File: src/pkg/rbhw_pkg.sv
// constants for the relay board heater watchdog
// Behaviour
// - decode host bus commands, drive relays, switches
// - watchdog indicator changes only by host command
// - timeout watches the indicator drive itself
// - indicator static 30 seconds forces heaters off
// - indicators reset unlit; heater indicator tracks heating
package rbhw_pkg;
	// bus address of this board; value arbitrary
	localparam logic [6:0] C_DEV_ADDR = 7'h20;
	localparam int C_RELAY_W = 8;
	localparam int C_HEATER_W = 4;
	localparam int C_AUX_W = 3;
	// bank pointer values, first data byte of a write selects one
	localparam logic [1:0] C_BANK_RELAY = 2'h0;
	localparam logic [1:0] C_BANK_HEATER = 2'h1;
	localparam logic [1:0] C_BANK_IND = 2'h2;
	localparam logic [1:0] C_BANK_NONE = 2'h3;
	// field positions in the indicator bank
	localparam int C_IND_WD_BIT = 0;
	localparam int C_IND_AUX_LSB = 1;
	// bit counter value after a full byte
	localparam logic [3:0] C_BITS_BYTE = 4'h8;
	// timing
	localparam int C_CLK_NS = 50;
	localparam int C_TICK_NS = 1000000;
	localparam int C_TICK_CYCLES = C_TICK_NS / C_CLK_NS;
	localparam int C_WD_TIMEOUT_S = 30;
	localparam int C_TICKS_PER_S = 1000;
	localparam int C_WD_TIMEOUT_TICKS = C_WD_TIMEOUT_S * C_TICKS_PER_S;
	localparam int C_TICK_W = 15;
	localparam int C_WD_CNT_W = 15;
	typedef enum logic [5:0] {
		RX_IDLE = 6'h01,
		RX_ADDR = 6'h02,
		RX_AACK = 6'h04,
		RX_DATA = 6'h08,
		RX_DACK = 6'h10,
		RX_SKIP = 6'h20
	} rbhw_rx_e;
endpackage : rbhw_pkg

File: src/logic/rbhw_wdog.sv
// watchdog timer on the watchdog indicator level
`timescale 1ns/10ps
module rbhw_wdog
	import rbhw_pkg::*;
#(
	parameter int P_TICK_CYCLES = C_TICK_CYCLES,
	parameter int P_TIMEOUT_TICKS = C_WD_TIMEOUT_TICKS
) (
	input wire logic i_mclk,
	input wire logic i_resetn,
	input wire logic i_level,
	output logic o_shutdown
);
	localparam logic [C_TICK_W-1:0] C_TICK_LAST =
		C_TICK_W'(P_TICK_CYCLES - 1);
	localparam logic [C_WD_CNT_W-1:0] C_CNT_LAST =
		C_WD_CNT_W'(P_TIMEOUT_TICKS - 1);

	logic level_prev_reg, level_prev_next;
	logic [C_TICK_W-1:0] tick_reg, tick_next;
	logic [C_WD_CNT_W-1:0] cnt_reg, cnt_next;
	logic shut_reg, shut_next;
	logic change;
	logic tick;

	always_comb begin
		level_prev_next = i_level;
		change = i_level ^ level_prev_reg;
		tick = (tick_reg == C_TICK_LAST);
		tick_next = tick ? '0 : tick_reg + 1'b1;
		cnt_next = cnt_reg;
		shut_next = shut_reg;
		if (change) begin
			// any edge restarts the full window and lifts a shutdown
			tick_next = '0;
			cnt_next = '0;
			shut_next = 1'b0;
		end else if (tick && !shut_reg) begin
			if (cnt_reg == C_CNT_LAST) begin
				shut_next = 1'b1;
			end else begin
				cnt_next = cnt_reg + 1'b1;
			end
		end
	end

	always_ff @(posedge i_mclk) begin
		if (!i_resetn) begin
			level_prev_reg <= 1'b0;
			tick_reg <= '0;
			cnt_reg <= '0;
			shut_reg <= 1'b0;
		end else begin
			level_prev_reg <= level_prev_next;
			tick_reg <= tick_next;
			cnt_reg <= cnt_next;
			shut_reg <= shut_next;
		end
	end

	assign o_shutdown = shut_reg;
endmodule : rbhw_wdog

File: src/logic/rbhw_top.sv
// relay board: bus command slave, output banks and heater interlock
`timescale 1ns/10ps
module rbhw_top
	import rbhw_pkg::*;
#(
	parameter int P_TICK_CYCLES = C_TICK_CYCLES,
	parameter int P_TIMEOUT_TICKS = C_WD_TIMEOUT_TICKS
) (
	input wire logic i_mclk,
	input wire logic i_resetn,
	input wire logic i_scl,
	input wire logic i_sda,
	output logic o_sda_out,
	output logic o_sda_oe,
	output logic [C_RELAY_W-1:0] o_relay,
	output logic [C_HEATER_W-1:0] o_heater,
	output logic o_heater_indicator,
	output logic o_watchdog_indicator,
	output logic [C_AUX_W-1:0] o_aux_indicator,
	output logic o_wd_shutdown
);
	// pin synchronisers
	logic scl_meta_reg, scl_sync_reg, sda_meta_reg, sda_sync_reg;
	logic scl_prev_reg, sda_prev_reg;

	// bus receiver state
	rbhw_rx_e rx_state_reg, rx_state_next;
	logic [3:0] bit_cnt_reg, bit_cnt_next;
	logic [7:0] shift_reg, shift_next;
	logic sda_oe_reg, sda_oe_next;
	logic first_reg, first_next;
	logic byte_valid;
	logic scl_rise, scl_fall, bus_start, bus_stop;

	// output banks
	logic [1:0] bank_reg, bank_next;
	logic [C_RELAY_W-1:0] relay_reg, relay_next;
	logic [C_HEATER_W-1:0] heater_cmd_reg, heater_cmd_next;
	logic [C_HEATER_W-1:0] heater_reg, heater_next;
	logic heat_ind_reg, heat_ind_next;
	logic wd_ind_reg, wd_ind_next;
	logic [C_AUX_W-1:0] aux_reg, aux_next;
	logic wd_shutdown;

	always_ff @(posedge i_mclk) begin
		if (!i_resetn) begin
			scl_meta_reg <= 1'b1;
			scl_sync_reg <= 1'b1;
			sda_meta_reg <= 1'b1;
			sda_sync_reg <= 1'b1;
			scl_prev_reg <= 1'b1;
			sda_prev_reg <= 1'b1;
		end else begin
			scl_meta_reg <= i_scl;
			scl_sync_reg <= scl_meta_reg;
			sda_meta_reg <= i_sda;
			sda_sync_reg <= sda_meta_reg;
			scl_prev_reg <= scl_sync_reg;
			sda_prev_reg <= sda_sync_reg;
		end
	end

	// both lines share the same sync delay, so start and stop keep
	// their order against the clock line
	always_comb begin
		scl_rise = scl_sync_reg & ~scl_prev_reg;
		scl_fall = ~scl_sync_reg & scl_prev_reg;
		bus_start = scl_sync_reg & scl_prev_reg & sda_prev_reg &
			~sda_sync_reg;
		bus_stop = scl_sync_reg & scl_prev_reg & ~sda_prev_reg &
			sda_sync_reg;
	end

	always_comb begin
		rx_state_next = rx_state_reg;
		bit_cnt_next = bit_cnt_reg;
		shift_next = shift_reg;
		sda_oe_next = sda_oe_reg;
		first_next = first_reg;
		byte_valid = 1'b0;
		if (bus_start) begin
			// repeated start also lands here
			rx_state_next = RX_ADDR;
			bit_cnt_next = '0;
			sda_oe_next = 1'b0;
			first_next = 1'b1;
		end else if (bus_stop) begin
			rx_state_next = RX_IDLE;
			sda_oe_next = 1'b0;
		end else begin
			unique case (rx_state_reg)
				RX_IDLE, RX_SKIP: begin
				end
				RX_ADDR: begin
					if (scl_rise) begin
						shift_next = {shift_reg[6:0], sda_sync_reg};
						bit_cnt_next = bit_cnt_reg + 1'b1;
					end else if (scl_fall && bit_cnt_reg == C_BITS_BYTE) begin
						// only writes to our address are acknowledged
						if (shift_reg[7:1] == C_DEV_ADDR && !shift_reg[0]) begin
							sda_oe_next = 1'b1;
							rx_state_next = RX_AACK;
						end else begin
							rx_state_next = RX_SKIP;
						end
					end
				end
				RX_AACK, RX_DACK: begin
					if (scl_fall) begin
						sda_oe_next = 1'b0;
						bit_cnt_next = '0;
						rx_state_next = RX_DATA;
					end
				end
				RX_DATA: begin
					if (scl_rise) begin
						shift_next = {shift_reg[6:0], sda_sync_reg};
						bit_cnt_next = bit_cnt_reg + 1'b1;
					end else if (scl_fall && bit_cnt_reg == C_BITS_BYTE) begin
						byte_valid = 1'b1;
						first_next = 1'b0;
						sda_oe_next = 1'b1;
						rx_state_next = RX_DACK;
					end
				end
			endcase
		end
	end

	always_ff @(posedge i_mclk) begin
		if (!i_resetn) begin
			rx_state_reg <= RX_IDLE;
			bit_cnt_reg <= '0;
			shift_reg <= '0;
			sda_oe_reg <= 1'b0;
			first_reg <= 1'b0;
		end else begin
			rx_state_reg <= rx_state_next;
			bit_cnt_reg <= bit_cnt_next;
			shift_reg <= shift_next;
			sda_oe_reg <= sda_oe_next;
			first_reg <= first_next;
		end
	end

	// command decode: pointer byte, then bank data with auto-increment
	always_comb begin
		bank_next = bank_reg;
		relay_next = relay_reg;
		heater_cmd_next = heater_cmd_reg;
		wd_ind_next = wd_ind_reg;
		aux_next = aux_reg;
		if (byte_valid) begin
			if (first_reg) begin
				bank_next = shift_reg[1:0];
			end else begin
				bank_next = bank_reg + 1'b1;
				unique case (bank_reg)
					C_BANK_RELAY: relay_next = shift_reg;
					C_BANK_HEATER: begin
						heater_cmd_next = shift_reg[C_HEATER_W-1:0];
					end
					C_BANK_IND: begin
						// nothing local ever touches this bit
						wd_ind_next = shift_reg[C_IND_WD_BIT];
						aux_next = shift_reg[C_IND_AUX_LSB +: C_AUX_W];
					end
					C_BANK_NONE: begin
					end
				endcase
			end
		end
	end

	// heaters gated one cycle after the interlock; indicator tracks drive
	always_comb begin
		heater_next = wd_shutdown ? '0 : heater_cmd_reg;
		heat_ind_next = |heater_next;
	end

	always_ff @(posedge i_mclk) begin
		if (!i_resetn) begin
			bank_reg <= C_BANK_RELAY;
			relay_reg <= '0;
			heater_cmd_reg <= '0;
			heater_reg <= '0;
			heat_ind_reg <= 1'b0;
			wd_ind_reg <= 1'b0;
			aux_reg <= '0;
		end else begin
			bank_reg <= bank_next;
			relay_reg <= relay_next;
			heater_cmd_reg <= heater_cmd_next;
			heater_reg <= heater_next;
			heat_ind_reg <= heat_ind_next;
			wd_ind_reg <= wd_ind_next;
			aux_reg <= aux_next;
		end
	end

	// the timer watches the driven indicator register, not a command copy
	rbhw_wdog #(
		.P_TICK_CYCLES(P_TICK_CYCLES),
		.P_TIMEOUT_TICKS(P_TIMEOUT_TICKS)
	) u_wdog (
		.i_mclk(i_mclk),
		.i_resetn(i_resetn),
		.i_level(wd_ind_reg),
		.o_shutdown(wd_shutdown)
	);

	assign o_sda_out = 1'b0;
	assign o_sda_oe = sda_oe_reg;
	assign o_relay = relay_reg;
	assign o_heater = heater_reg;
	assign o_heater_indicator = heat_ind_reg;
	assign o_watchdog_indicator = wd_ind_reg;
	assign o_aux_indicator = aux_reg;
	assign o_wd_shutdown = wd_shutdown;
endmodule : rbhw_top

File: config.mk
export PLATFORM = sky130hd
export DESIGN_NAME = rbhw_top
export DESIGN_NICKNAME = d
export VERILOG_FILES = /design/src/pkg/rbhw_pkg.sv /design/src/logic/rbhw_wdog.sv /design/src/logic/rbhw_top.sv
export SDC_FILE = /design/constraint.sdc
export NUM_CORES = 1
export LEC_CHECK = 0
export BUFFER_PORTS_ARGS = -buffer_cell sky130_fd_sc_hd__buf_4
export CAP_MARGIN = 0
export CORE_MARGIN = 2
export CORE_UTILIZATION = 55
export CTS_BUF_LIST = sky130_fd_sc_hd__clkbuf_4
export DETAILED_ROUTE_END_ITERATION = 8
export PLACE_DENSITY = 0.73
export SLEW_MARGIN = 20
export SYNTH_ARGS = -nofsm -noshare
export SYNTH_HDL_FRONTEND = slang
export SYNTH_SLANG_ARGS = --single-unit
File: constraint.sdc
create_clock -name i_mclk -period 2.5 [get_ports i_mclk]
set_clock_uncertainty 0.05 [all_clocks]
set_input_delay 0 -clock i_mclk [delete_from_list [all_inputs] [get_ports i_mclk]]
set_output_delay 0 -clock i_mclk [all_outputs]
set_load 0.02 [all_outputs]
==> out/summary.txt <==
Number of antenna violations at the first check in global routing -> 0
Portion of total power attributed to the clock network -> 40.8%
Setup slack after placement -> 0.364 ns
Root cell of the clock tree -> clkbuf_4
Run status -> finished clean
Setup repair after global routing missed its margin -> no
Cts bufs inserted -> 9
Most common flop cell mapped by yosys -> dfxtp_1
Remaining Overflow, GRT -> 0
Slew @ Worst Pin -> 0.702 ns
Number of detailed-routing iterations run before antenna repair -> 4
Mean cell area of the mapped netlist -> 9.50 um^2
Most used standard cell by instance count after synthesis -> dfxtp_1
Cell Rows -> 29
Longest Clk Path Bufs -> 2
Die Span Y -> 84.9 um
Detailed placer's ending HPWL -> 4.35 mm
Global-route wire length before repair -> 10.9 mm
Class of the most critical hold timing path -> reg2reg
Via count of the first global-routing pass -> 2,390
Leading cell types by count after synthesis -> 81 x dfxtp_1, 42 x nor2_1, 29 x mux2i_1
Setup total negative slack -> 0 ns
Leading post-synthesis cells by cell area -> dfxtp_1 45%, mux2i_1 8.1%, nor2b_1 4.7%, nor2_1 4.4%, xnor2_1 4.4%
Routed wire per std cell -> 12.9 um
Via density per instance -> 5.40
Net total in the final layout -> 418
Warning count from the yosys run -> 0
Iteration-0 DRC count of the detailed router -> 98
Combinational Power Share -> 3.0%
CORE AREA -> 0.00635 mm^2
Total track usage -> 18.6%
Share of Yosys cell area claimed by the top area cell type -> 45.0%
Total number of H-tree levels -> 3
Inserted Diodes -> 0
Capturing element type of the critical path -> flop
Relative max-transition margin -> 52.7%
Max Slew Vio Count -> 0
Fillcell total -> 540
Number of register bits inferred by synthesis -> 81
Sw power -> 0.000491 W
Share of final-layout standard cells stronger than drive strength 1 -> 12.9%
Post-synthesis instance area -> 0.00360 mm^2
Worst Slack Setup Final -> 0.332 ns
Synth Instances -> 379
Number of distinct library cells after synthesis -> 52
Fraction of power spent switching nets -> 21.0%
IO buf count -> 22
# clock sinks -> 81
Power per Cell Area -> 577 mW/mm^2
Kind of launch point of the worst setup path -> flop
Maximum number of pins on one net before global-route repair -> 42
I/O pin count -> 24
WP data required -> 2.77 ns
Post-Route Utilization -> 63.8%
Final hold violation count -> 0
Data arrival time of the critical path -> 2.44 ns
CTS tree -> built
Area enclosed by the die boundary -> 0.00721 mm^2
IR drop worst, VDD -> 0.000580 V
Vias -> 2,642
Syn_nets -> 390
# placed instances -> 468
EDFF count, synth -> 0
Post-detailed-route DRC marker count -> 0
Max Fclk -> 0.461 GHz
Sequential fraction of the synthesis area -> 45.0%
Worst Setup Path Type -> reg2reg
Layout overhead on the synthesized area -> 12.4%
Total length of routed wires -> 6.30 mm
Routability congestion estimate from global placement -> 0.842
Die outline width -> 84.9 um
Number of cells in the finished layout apart from fillers -> 489
Initial standard-cell utilization of the core -> 56.7%
Clock edge transition at the registers on the reported setup and hold paths -> 0.12 ns
Remaining antenna violation count after routing -> 0
Async S/R FF share, synth -> 0%
Cell leakage power -> 1.68 nW
Setup repair bufs after CTS -> 0
Number of endpoints failing setup at the final stage -> 0
Tmin final -> 2.17 ns
Maximum fanout encountered on the critical timing path -> 9
Later-pin clock latency in the skew report -> 0.42 ns
Seq pwr share -> 56.1%
Internal power component -> 0.00185 W
Max-cap violations -> 0
Biggest area consumer among synthesized cells -> dfxtp_1
Fraction of the cycle the final worst path needs -> 86.7%
cells in the final DEF (no fill, tap or decap), types with 11 or more instances in the layout:
cell     count
xnor2_1     18
dfxtp_1     81
o21ai_0     11
nor2b_1     27
nand3_1     16
mux2i_1     29
buf_4       23
nor2_1      42
nand2_1     20
timing repair:
| action | CTS | global route |
|---|---|---|
| gates resized for setup | 0 | 0 |
| hold buffers | 5 | 0 |
| hold endpoints to repair | 36 | 0 |
power groups by stage:
stage	clock (W)	sequential [W]	combinational (W)
after floorplan	0	0.00134	0.0000540
after global placement	0	0.00134	0.0000647
after detailed placement	0	0.00134	0.0000656
after CTS	0.000983	0.00131	0.0000716
after global routing	0.00103	0.00131	0.0000799
final	0.000954	0.00131	0.0000708
path summary, 6_finish.rpt:
kind	start	end	slack (ns)	depth (start not counted)
max	u_wdog.tick_reg[0]	u_wdog.cnt_reg[10]	0.33	6
min	scl_meta_reg	scl_sync_reg	0.38	1
max reg2reg	u_wdog.tick_reg[0]	u_wdog.cnt_reg[10]	0.33	6
min reg2reg	scl_meta_reg	scl_sync_reg	0.38	1
per-stage QoR:
step / instance area (um^2) / hold WS (ns) / power (W)
floorplan: 3600 / 0.0515 / 0.00139
global placement: 3820 / 0.137 / 0.00140
detailed placement: 3820 / 0.143 / 0.00141
CTS: 4050 / 0.382 / 0.00237
global route: 4050 / 0.385 / 0.00243
finish: 4050 / 0.376 / 0.00234
worst max-delay path, cell delays in order, from the launching register on:
cell and delay (ns):
dfxtp_1 0.36, ha_1 0.21, and4_1 0.26, nand4_1 0.32
nor3_2 0.50, a21oi_1 0.13, a31o_2 0.23
kinds of logic (layout without fill, tap and decap cells):
logic type	Yosys count	after routing	share of synthesized area, %
XOR/XNOR	27	27	6.56
adder cells (fa/ha/maj)	7	7	2.43
flip-flops	81	81	45.0
buffers and inverters	19	52	2.33
other	1	1	0.104
AND/OR/NAND/NOR	174	174	27.7
multiplexers	30	30	8.37
AO/OA/AOI/OAI	40	40	7.50
routing by layer:
metal / vias to the layer above / global-route usage (%) / routed length (um)
met5: - / 0 / 0
met4: 0 / 5.77 / 60
met3: 8 / 6.52 / 252
met2: 49 / 28.6 / 2870
met1: 1205 / 24.8 / 3120
li1: 1380 / - / -
layout make-up:
type / count / area [um^2] / share of cell area (%)
multi-input combinational: 279 / 1900 / 46.8
timing repair buffer: 28 / 223 / 5.50
inverter: 8 / 30.0 / 0.742
clock inverter: 6 / 106 / 2.63
sequential: 81 / 1620 / 40.0
tap: 77 / 96.3 / 2.38
clock buffer: 10 / 75.1 / 1.85
No activity file was read; power rests on OpenSTA's default activity.
